**config.mk**
```make
export PLATFORM = sky130hd
export DESIGN_NAME = scr_config_regs
export DESIGN_NICKNAME = d
export VERILOG_FILES = /design/src/rtl/scr_pkg.sv /design/src/rtl/scr_config_regs.sv
export VERILOG_INCLUDE_DIRS = /design/src /design/src/rtl
export SDC_FILE = /design/constraint.sdc
export NUM_CORES = 1
export LEC_CHECK = 0
export BUFFER_PORTS_ARGS = -buffer_cell sky130_fd_sc_hd__buf_2
export CAP_MARGIN = 20
export CORE_MARGIN = 5
export CORE_UTILIZATION = 41
export DETAILED_ROUTE_END_ITERATION = 10
export SYNTH_ARGS = -nofsm -noshare
export SYNTH_HDL_FRONTEND = slang
export SYNTH_SLANG_ARGS = --single-unit
export TNS_END_PERCENT = 100
```
**constraint.sdc**
```tcl
create_clock -name i_clock -period 4.75 [get_ports i_clock]
set_clock_uncertainty 0.1 [all_clocks]
set_input_delay 0.95 -clock i_clock [delete_from_list [all_inputs] [get_ports i_clock]]
set_output_delay 0.95 -clock i_clock [all_outputs]
set_load 0.05 [all_outputs]
```
**src/rtl/scr_defs.svh**
```systemverilog
`ifndef SCR_DEFS_SVH
`define SCR_DEFS_SVH

`define SCR_ADDR_WAIT_PERIOD 8'h03
`define SCR_ADDR_PERSIST 8'h0c
`define SCR_ADDR_WAIT_EXT 8'h0d
`define SCR_ADDR_PULSE_NUM 8'h0e
`define SCR_ADDR_ANALOG 8'h0f

`define SCR_RST_WAIT_PERIOD 8'hff
`define SCR_RST_PERSIST 8'h00
`define SCR_RST_WAIT_EXT 8'h00
`define SCR_RST_PULSE_NUM 8'h00
`define SCR_RST_ANALOG 8'h00

`define SCR_BIT_WAIT_STRETCH 1
`define SCR_CLR_PERS_LSB 0
`define SCR_PRX_PERS_LSB 4
`define SCR_PERS_W 4
`define SCR_DRIVE_MSB 7
`define SCR_DRIVE_LSB 6
`define SCR_GAIN_MSB 1
`define SCR_GAIN_LSB 0

`define SCR_WAIT_FULL 9'h100
`define SCR_STRETCH_LAST 4'hb
`define SCR_TARGET_STEP 6'h05
`define SCR_TARGET_BASE 4'h3

`define SCR_CLK_PERIOD_NS 100
`define SCR_WAIT_STEP_US 2400
`define SCR_LED_ON_NS 8000
`define SCR_LED_OFF_NS 8000

`endif

```
**src/rtl/scr_pkg.sv**
```systemverilog
package scr_pkg;
  typedef enum logic [1:0] {
    SCR_LED_IDLE = 2'h0,
    SCR_LED_ON = 2'h1,
    SCR_LED_OFF = 2'h3
  } scr_led_e;

  typedef struct packed {
    logic done;
    logic out_of_range;
  } scr_result_s;

  typedef struct packed {
    logic [1:0] led_drive_strength;
    logic [1:0] colour_gain;
  } scr_analog_s;
endpackage

```
**src/rtl/scr_config_regs.sv**
```systemverilog
// Function
// RULE1 - clear persistence zero: interrupt at end of every colour cycle.
// RULE2 - clear persistence one: interrupt on a single out-of-window clear result.
// RULE3 - codes 2..15 need 2,3,5,10..60 consecutive out-of-window results.
// RULE4 - an in-window result restarts the consecutive count.
// RULE5 - proximity has its own persistence filter in bits 7:4.
// RULE6 - wait periods run in 2.4 ms steps from the two's-complement value.
// RULE7 - wait-stretch bit 1 makes every wait period twelve times longer.
// RULE8 - host writes zeros to configuration bits 7:2 and 0.
// RULE9 - each proximity cycle emits pulse-count LED pulses; reset value zero.
// RULE10 - drive code sets LED current 100 mA halving; gain 1x,4x,16x,60x.
// RULE11 - host writes zeros to control bits 5:2.
`timescale 1ns/10ps
`default_nettype none
`include "scr_defs.svh"
module scr_config_regs
  import scr_pkg::*;
#(
  parameter int unsigned WAIT_STEP_CYCLES =
    (`SCR_WAIT_STEP_US * 1000) / `SCR_CLK_PERIOD_NS
)
(
  input wire logic i_clock,
  input wire logic i_srst,
  input wire logic i_wr_en,
  input wire logic [7:0] i_wr_addr,
  input wire logic [7:0] i_wr_data,
  input wire logic i_rd_en,
  input wire logic [7:0] i_rd_addr,
  output logic [7:0] o_rd_data,
  input wire scr_result_s i_clear_result,
  input wire scr_result_s i_prox_result,
  output logic o_clear_irq,
  output logic o_prox_irq,
  input wire logic i_wait_start,
  output logic o_wait_busy,
  output logic o_wait_done,
  input wire logic i_prox_start,
  output logic o_led_pulse,
  output logic o_led_busy,
  output scr_analog_s o_analog
);
  localparam int unsigned LED_ON_CYCLES =
    (`SCR_LED_ON_NS + `SCR_CLK_PERIOD_NS - 1) / `SCR_CLK_PERIOD_NS;
  localparam int unsigned LED_OFF_CYCLES =
    (`SCR_LED_OFF_NS + `SCR_CLK_PERIOD_NS - 1) / `SCR_CLK_PERIOD_NS;

  logic [7:0] wait_period_r;
  logic [7:0] persist_r;
  logic wait_stretch_r;
  logic [7:0] pulse_num_r;
  scr_analog_s analog_r;

  wire wr_wait = i_wr_en && (i_wr_addr == `SCR_ADDR_WAIT_PERIOD);
  wire wr_pers = i_wr_en && (i_wr_addr == `SCR_ADDR_PERSIST);
  wire wr_ext = i_wr_en && (i_wr_addr == `SCR_ADDR_WAIT_EXT);
  wire wr_pulse = i_wr_en && (i_wr_addr == `SCR_ADDR_PULSE_NUM);
  wire wr_analog = i_wr_en && (i_wr_addr == `SCR_ADDR_ANALOG);

  always_ff @(posedge i_clock)
  begin
    if (i_srst)
    begin
      wait_period_r <= `SCR_RST_WAIT_PERIOD;
      persist_r <= `SCR_RST_PERSIST;
      wait_stretch_r <= 1'(`SCR_RST_WAIT_EXT >> `SCR_BIT_WAIT_STRETCH);
      pulse_num_r <= `SCR_RST_PULSE_NUM; // [RULE9]
      analog_r <= {2'(`SCR_RST_ANALOG >> `SCR_DRIVE_LSB), 2'(`SCR_RST_ANALOG >> `SCR_GAIN_LSB)};
    end
    else
    begin
      if (wr_wait) wait_period_r <= i_wr_data;
      if (wr_pers) persist_r <= i_wr_data;
      // reserved bits are not stored and read back as zero
      if (wr_ext) wait_stretch_r <= i_wr_data[`SCR_BIT_WAIT_STRETCH]; // [RULE8]
      if (wr_pulse) pulse_num_r <= i_wr_data;
      if (wr_analog) analog_r <= {i_wr_data[`SCR_DRIVE_MSB:`SCR_DRIVE_LSB],
                                  i_wr_data[`SCR_GAIN_MSB:`SCR_GAIN_LSB]}; // [RULE11]
    end
  end

  // drive code: current is 100 mA shifted right by the code
  assign o_analog = analog_r; // [RULE10]

  logic [7:0] rd_sel;
  logic [7:0] rd_data_r;
  assign rd_sel =
    (i_rd_addr == `SCR_ADDR_WAIT_PERIOD) ? wait_period_r :
    (i_rd_addr == `SCR_ADDR_PERSIST) ? persist_r :
    (i_rd_addr == `SCR_ADDR_WAIT_EXT) ?
      (8'h00 | (8'(wait_stretch_r) << `SCR_BIT_WAIT_STRETCH)) :
    (i_rd_addr == `SCR_ADDR_PULSE_NUM) ? pulse_num_r :
    (i_rd_addr == `SCR_ADDR_ANALOG) ?
      {analog_r.led_drive_strength, 4'h0, analog_r.colour_gain} :
    8'h00;

  always_ff @(posedge i_clock)
  begin
    if (i_srst) rd_data_r <= 8'h00;
    else if (i_rd_en) rd_data_r <= rd_sel;
  end
  assign o_rd_data = rd_data_r;

  // persistence filters: channel 0 clear, channel 1 proximity
  logic [5:0] pers_cnt_r [2];
  logic [5:0] pers_target [2];
  logic [1:0] pers_irq_r;
  scr_result_s pers_res [2];
  wire [3:0] clr_code = persist_r[`SCR_CLR_PERS_LSB +: `SCR_PERS_W];
  wire [3:0] prx_code = persist_r[`SCR_PRX_PERS_LSB +: `SCR_PERS_W];
  assign pers_res[0] = i_clear_result;
  assign pers_res[1] = i_prox_result;
  // clear codes above 3 step in fives
  assign pers_target[0] = (clr_code <= `SCR_TARGET_BASE) ? {2'h0, clr_code} :
    6'((clr_code - `SCR_TARGET_BASE) * `SCR_TARGET_STEP); // [RULE3]
  assign pers_target[1] = {2'h0, prx_code}; // [RULE5]

  genvar g;
  generate
    for (g = 0; g < 2; g++)
    begin : g_pers
      wire [5:0] cnt_inc = pers_cnt_r[g] + 6'h01;
      wire every = pers_target[g] == 6'h00;
      wire hit = pers_res[g].out_of_range && (cnt_inc >= pers_target[g]);
      always_ff @(posedge i_clock)
      begin
        if (i_srst)
        begin
          pers_cnt_r[g] <= 6'h00;
          pers_irq_r[g] <= 1'b0;
        end
        else
        begin
          pers_irq_r[g] <= pers_res[g].done && (every || hit); // [RULE1] [RULE2] [RULE3]
          if (pers_res[g].done)
          begin
            if (!pers_res[g].out_of_range) pers_cnt_r[g] <= 6'h00; // [RULE4]
            else if (!hit) pers_cnt_r[g] <= cnt_inc;
          end
        end
      end
    end
  endgenerate
  assign o_clear_irq = pers_irq_r[0];
  assign o_prox_irq = pers_irq_r[1];

  // wait timer
  logic wait_busy_r;
  logic wait_done_r;
  logic [31:0] step_cnt_r;
  logic [3:0] sub_cnt_r;
  logic [8:0] per_cnt_r;
  logic [8:0] per_total_r;
  wire step_tick = wait_busy_r && (step_cnt_r == WAIT_STEP_CYCLES - 1);
  wire [3:0] sub_last = wait_stretch_r ? `SCR_STRETCH_LAST : 4'h0;
  wire sub_tick = step_tick && (sub_cnt_r == sub_last);
  wire per_end = sub_tick && (per_cnt_r == per_total_r - 9'h001);

  always_ff @(posedge i_clock)
  begin
    if (i_srst)
    begin
      wait_busy_r <= 1'b0;
      wait_done_r <= 1'b0;
      step_cnt_r <= 32'h0;
      sub_cnt_r <= 4'h0;
      per_cnt_r <= 9'h000;
      per_total_r <= 9'h000;
    end
    else
    begin
      wait_done_r <= per_end;
      if (i_wait_start && !wait_busy_r)
      begin
        wait_busy_r <= 1'b1;
        step_cnt_r <= 32'h0;
        sub_cnt_r <= 4'h0;
        per_cnt_r <= 9'h000;
        per_total_r <= `SCR_WAIT_FULL - {1'b0, wait_period_r}; // [RULE6]
      end
      else if (wait_busy_r)
      begin
        step_cnt_r <= step_tick ? 32'h0 : step_cnt_r + 32'h1;
        if (step_tick) sub_cnt_r <= sub_tick ? 4'h0 : sub_cnt_r + 4'h1; // [RULE7]
        if (sub_tick) per_cnt_r <= per_cnt_r + 9'h001;
        if (per_end) wait_busy_r <= 1'b0;
      end
    end
  end
  assign o_wait_busy = wait_busy_r;
  assign o_wait_done = wait_done_r;

  // led pulse train
  scr_led_e led_r;
  scr_led_e led_nxt;
  logic [7:0] left_r;
  logic [15:0] led_cnt_r;
  wire on_end = led_cnt_r == 16'(LED_ON_CYCLES - 1);
  wire off_end = led_cnt_r == 16'(LED_OFF_CYCLES - 1);

  always_comb
  begin
    led_nxt = led_r;
    unique case (led_r)
      SCR_LED_IDLE: if (i_prox_start && pulse_num_r != 8'h00) led_nxt = SCR_LED_ON;
      SCR_LED_ON: if (on_end) led_nxt = SCR_LED_OFF;
      SCR_LED_OFF: if (off_end) led_nxt = (left_r == 8'h00) ? SCR_LED_IDLE : SCR_LED_ON;
      default: led_nxt = SCR_LED_IDLE;
    endcase
  end

  always_ff @(posedge i_clock)
  begin
    if (i_srst)
    begin
      led_r <= SCR_LED_IDLE;
      left_r <= 8'h00;
      led_cnt_r <= 16'h0;
    end
    else
    begin
      led_r <= led_nxt;
      led_cnt_r <= (led_nxt != led_r) ? 16'h0 : led_cnt_r + 16'h1;
      if (led_r == SCR_LED_IDLE && led_nxt == SCR_LED_ON)
        left_r <= pulse_num_r - 8'h01; // [RULE9]
      else if (led_r == SCR_LED_OFF && led_nxt == SCR_LED_ON)
        left_r <= left_r - 8'h01;
    end
  end
  assign o_led_pulse = led_r == SCR_LED_ON;
  assign o_led_busy = led_r != SCR_LED_IDLE;

  // helper: pulses seen in the current train
  logic [8:0] seen_r;
  logic [7:0] asked_r;
  always_ff @(posedge i_clock)
  begin
    if (i_srst)
    begin
      seen_r <= 9'h000;
      asked_r <= 8'h00;
    end
    else if (led_r == SCR_LED_IDLE && led_nxt == SCR_LED_ON)
    begin
      seen_r <= 9'h001;
      asked_r <= pulse_num_r;
    end
    else if (led_r == SCR_LED_OFF && led_nxt == SCR_LED_ON)
      seen_r <= seen_r + 9'h001;
  end
endmodule
`default_nettype wire

```
# After elaboration in Yosys (flattened, before gate mapping)
# Memory sizes are Yosys's and may differ from the RTL's.
# Cells that the tools add are included.
[totals] ff_bits=121 mem_bits_rw=12 output_inout_bits=18 elab_cells=129 mem_count=1
[op_classes] addsub=11 n_mul=1 n_lt_le_gt_ge=3 n_eq_ne=18 n_mux=43 bitwise=4 n_reduce_logical=30
[memory_table] memory="pers_cnt_r" depth=2 width=6 read_ports=2 rd_clocked_by_memory_dff=0 write_ports=2 line_no="scr_config_regs.sv:105" source="logic [5:0] pers_cnt_r [2];"
[op_table] cell="8-bit by 4-bit == test with 1-bit output, second input constant" count=8
[op_table] cell="8-bit 2-to-1 mux" count=7
[op_table] cell="32-bit by 1-bit adder with 32-bit output, second input constant" count=1
[op_table] cell="32-bit by 15-bit == test with 1-bit output, second input constant" count=1
[op_table] cell="32-bit 2-to-1 mux" count=1
[op_table] cell="6-bit 2-to-1 mux" count=5
[op_table] cell="1-bit 2-to-1 mux" count=24
[op_table] cell="16-bit by 1-bit adder with 16-bit output, second input constant" count=1
[op_table] cell="16-bit by 7-bit == test with 1-bit output, second input constant" count=1
[op_table] cell="8-bit by 2-bit == test with 1-bit output, second input constant" count=2
[op_table] cell="1-bit logical AND" count=16
[op_table] cell="8-bit by 1-bit subtractor with 8-bit output, second input constant" count=2
[op_table] cell="6-bit by 1-bit adder with 6-bit output, second input constant" count=2
[op_table] cell="6-bit logical NOT" count=2
[op_table] cell="9-bit by 1-bit adder with 9-bit output, second input constant" count=1
[op_table] cell="9-bit == test" count=1
[op_table] cell="9-bit by 1-bit subtractor with 9-bit output, second input constant" count=1
[op_table] cell="9-bit by 8-bit subtractor with 9-bit output, first input constant" count=1
[op_table] cell="8-bit logical NOT" count=1
[op_table] cell="4-bit 2-to-1 mux" count=2
[op_table] cell="8-bit nonzero test" count=1
[op_table] cell="6-bit by 4-bit >= comparator with 1-bit output" count=1
[op_table] cell="6-bit >= comparator" count=1
[op_table] cell="6-bit by 3-bit multiplier with 6-bit output, second input constant" count=1
[op_table] cell="other kinds (16)" count=26

# Longest topological paths before layout
[logic_depth] ltp_word=11 mapped_depth=17 mapped_depth_nobuf=16

# Worst setup path before layout
# No wires, ideal clock.
[synth_timing] path_kind="reg2reg" from="register persist_r[2]" to="memory pers_cnt_r[0][0] (enable)" setup_ns=0.316 t_arrival_ns=3.087 t_required_ns=4.334 setup_slack_ns=1.248 path_stages_with_launch=17 path_buffers=1 period_less_slack_ns=3.502 path_cell_list="dfxtp_1 -> clkbuf_1 -> a21oi_1 -> xor2_1 -> ha_1 -> ha_1 -> inv_1 -> fa_1 -> xnor2_1 -> xnor2_1 -> a21oi_1 -> ha_1 -> a21oi_1 -> nand2_1 -> a41oi_1 -> nand2b_1 -> a21o_1"
[synth_lines] item="start: declaration" line_no="scr_config_regs.sv:49" source="logic [7:0] persist_r;"
[synth_lines] item="start signal: assignment" line_no="scr_config_regs.sv:65" source="persist_r <= `SCR_RST_PERSIST;"
[synth_lines] item="start signal: assignment" line_no="scr_config_regs.sv:73" source="if (wr_pers) persist_r <= i_wr_data;"
[synth_lines] item="end: declaration" line_no="scr_config_regs.sv:105"

==> results by group <==
Run status
  – Status: finished clean

Floorplanning
  – IO Pins: 52
  – # rows: 47
  – Core Footprint: about 0.017 mm2
  – Starting density of the core: 41.72%
  – Die W: 139.9 um
  – Vert. Die Dim: between 100 and 150 um
  – Die ar.: ~0.020 mm2

Global routing
  – Gr usage total: ~15%
  – Largest net degree at the start of global routing: 60
  – GRT Residual Overflow: 0
  – Vias in the first global route: approximately 5.2k
  – Initial antenna violation count: 0
  – First-pass GRT wire length: between 20000 and 30000 um

Routing
  – Drt pass-1 iters: 5
  – Antenna Violating Nets Remaining: 0
  – Initial DRC count: 376
  – Vias per inst: about 5.3
  – Drt drc: 0
  – Via count: about 5.6k
  – Wire per inst: roughly 14 um
  – WL final: 14990 um

Worst setup path
  – CP max-delay cell: dfxtp_1
  – Max FO, Critical Path: 10
  – Worst endpoint required time: approximately 4.8 ns
  – WS Path Type: reg -> reg
  – Crit end category: flop
  – Critical Path AT: 3.76 ns
  – Worst path cell trace: a21oi_1, xor2_1, ha_1, ha_1, inv_1, fa_1, xnor2_1, xnor2_1, a21oi_1, ha_1, a21oi_1, nand2_1, a41oi_1, nand2b_1, a21o_1
  – Worst reg-to-reg setup slack: 1.00 ns
  – Startpoint Class: flop
  – CP peak stage delay: between 0.5 and 0.6 ns

Yosys
  – Synth async-reset ratio: 0%
  – Per-instance average area after synthesis: between 8 and 9 um2
  – Area leader, netlist: dfxtp_1
  – Synth top cells by count: dfxtp_1, nor2_1, nand2_1, xnor2_1, nand3_1
  – Synth area leaders: dfxtp_1, nor2_1, xnor2_1
  – Synthesized flop and latch total: 133
  – Post-synthesis cell count: approximately 800
  – Area share of the largest cell type after synthesis: a little over a third
  – EDFF count, synth: 12
  – Post-Syn Area: just under 0.007 mm2
  – Most frequent cell after synthesis: dfxtp_1
  – Yosys cell types: 65
  – Ys flop type: dfxtp_1
  – Ys Warns: 0
  – Sequential share of the synthesized area: ~40%

Clock network
  – Clk root buf: clkbuf_16
  – # hold bufs at CTS: 0
  – Post-CTS Setup Bufs: 0
  – Num CTS Buffers: 17
  – Clk Latency, worst-skew pair: 0.42 ns
  – Post_cts resized: 0
  – CTS tree: built
  – Max Root-Sink Buffers: 2
  – H-tree Lvls: 4
  – Clk pin slew, worst setup/hold paths: roughly 0.06 ns
  – Clock Sinks: 133

STA
  – Rel. slew slack: a little over a quarter
  – Setup Viol. Count Final: 0
  – Fin. max-slew vios: 0
  – RSZ-0062 raised after global routing: false
  – Post-route minimum period: 3.748 ns
  – WHS: about 0.34 ns
  – Final Hold Vio Count: 0
  – Period utilisation layout: 78.90%
  – Max frequency: roughly 0.27 GHz
  – Final setup TNS: 0 ns
  – Worst-Margin Slew: roughly 1.1 ns

Place
  – Gpl congestion: ~0.8
  – Placed Cells: 1035
  – Hpwl dp: 10830 um
  – Port Buffers: 51

Cells and area
  – Area growth syn-to-layout: 15.41%
  – Nets: between 800 and 900
  – Fill count: 1639
  – Layout cell share with drive strength beyond 1: 12.28%
  – Fin cells: about 1.1k
  – # diodes: 0

Power
  – Total power: around 2800 uW
  – LEAKAGE: ~0.0031 uW
  – Total power density per cell area: between 300 and 400 mW/mm2
  – Maximum vdd drop: 0.0002440 V

Hold path
  – Worst Hold Class: reg -> reg

Job
  – Max Cap Viol: 0
==> critical path: cells and delay by family (launching register included) <==
| kind | cells | cell delay, ns |
|---|---|---|
| AO/OA/AOI/OAI | 5 | 0.95 |
| XOR/XNOR | 3 | 0.51 |
| adder cells (fa/ha/maj) | 4 | 1.09 |
| buffers and inverters | 1 | 0.04 |
| flip-flops | 1 | 0.51 |
| AND/OR/NAND/NOR | 2 | 0.22 |
==> logic make-up after synthesis <==
kind of cell,count (synthesis),synth area share (%)
simple gates,349,25.62
compound gates,117,11.61
buf+inv,58,3.255
fa+ha+maj,25,4.629
flops,133,40.22
other cells,1,0.05420
mux,31,4.611
xor+xnor,79,10.00
==> placed cells by master (no fill, tap or decap), types with 14 or more instances in the layout <==
| master | synthesis | layout |
|---|---|---|
| a211oi_1 | 14 | 14 |
| a21oi_1 | 29 | 29 |
| and3_1 | 17 | 17 |
| buf_2 | 3 | 51 |
| clkbuf_16 | 0 | 17 |
| dfxtp_1 | 121 | 121 |
| ha_1 | 24 | 24 |
| inv_1 | 27 | 27 |
| mux2i_1 | 24 | 24 |
| nand2_1 | 53 | 53 |
| nand3_1 | 41 | 41 |
| nand4_1 | 14 | 14 |
| nor2_1 | 117 | 117 |
| nor3_1 | 16 | 16 |
| nor4_1 | 18 | 18 |
| o21ai_0 | 21 | 21 |
| xnor2_1 | 49 | 49 |
| xor2_1 | 30 | 30 |
==> worst paths after layout <==
| check | startpoint | end | cells past startpoint |
|---|---|---|---|
| min reg2reg | led_cnt_r[0] | led_cnt_r[0] | 1 |
| max reg2reg | persist_r[2] | pers_cnt_r[0][1] | 15 |
| max | persist_r[2] | pers_cnt_r[0][1] | 15 |
| min | led_cnt_r[0] | led_cnt_r[0] | 1 |
==> flip-flops by register name, indices dropped and copies added (netlist names) <==
signal	flops
o_wait_done	1
pulse_num_r	8
led_cnt_r	16
step_cnt_r	32
o_wait_busy	1
o_analog	4
per_cnt_r	9
wait_period_r	8
o_rd_data	8
led_r	2
o_prox_irq	1
pers_cnt_r	12
sub_cnt_r	4
persist_r	8
left_r	8
o_clear_irq	1
wait_stretch_r	1
per_total_r	9
==> per-stage QoR <==
stage	setup WS, ns	instance area, um2	utilization [%]
floorplan	1.248	6923	-
global placement	1.137	7337	44.24
detailed placement	1.034	7337	44.24
CTS	1.021	7985	48.15
global route	0.8035	7985	48.15
finish	1.002	7985	48.15
==> power by group <==
group          switching, uW  internal, uW  leakage [uW]
registers               14.6          1150       0.00111
clock network            497           944      0.000309
logic                    108          58.1       0.00168
==> cell type report <==
type / count / area, um2 / share of cell area [%]
clock buffer: 19 / 442.9 / 5.547
clock inverter: 13 / 205.2 / 2.570
inverter: 27 / 101.3 / 1.269
multi-input combinational: 603 / 3915 / 49.03
sequential: 133 / 2783 / 34.85
tap: 220 / 275.3 / 3.447
timing repair buffer: 52 / 262.8 / 3.291
==> layer usage <==
| metal | share of wire (%) | global-route usage, % | vias up | routed length (um) |
|---|---|---|---|---|
| met4 | 1.2 | 3.978 | 0 | 173 |
| met1 | 48 | 21.17 | 2609 | 7222 |
| li1 | - | - | 2901 | - |
| met2 | 46 | 24.21 | 100 | 6856 |
| met3 | 4.9 | 4.363 | 14 | 733 |
| met5 | 0 | 0 | - | 0 |
Note: power is estimated with default switching activity, not from simulation.
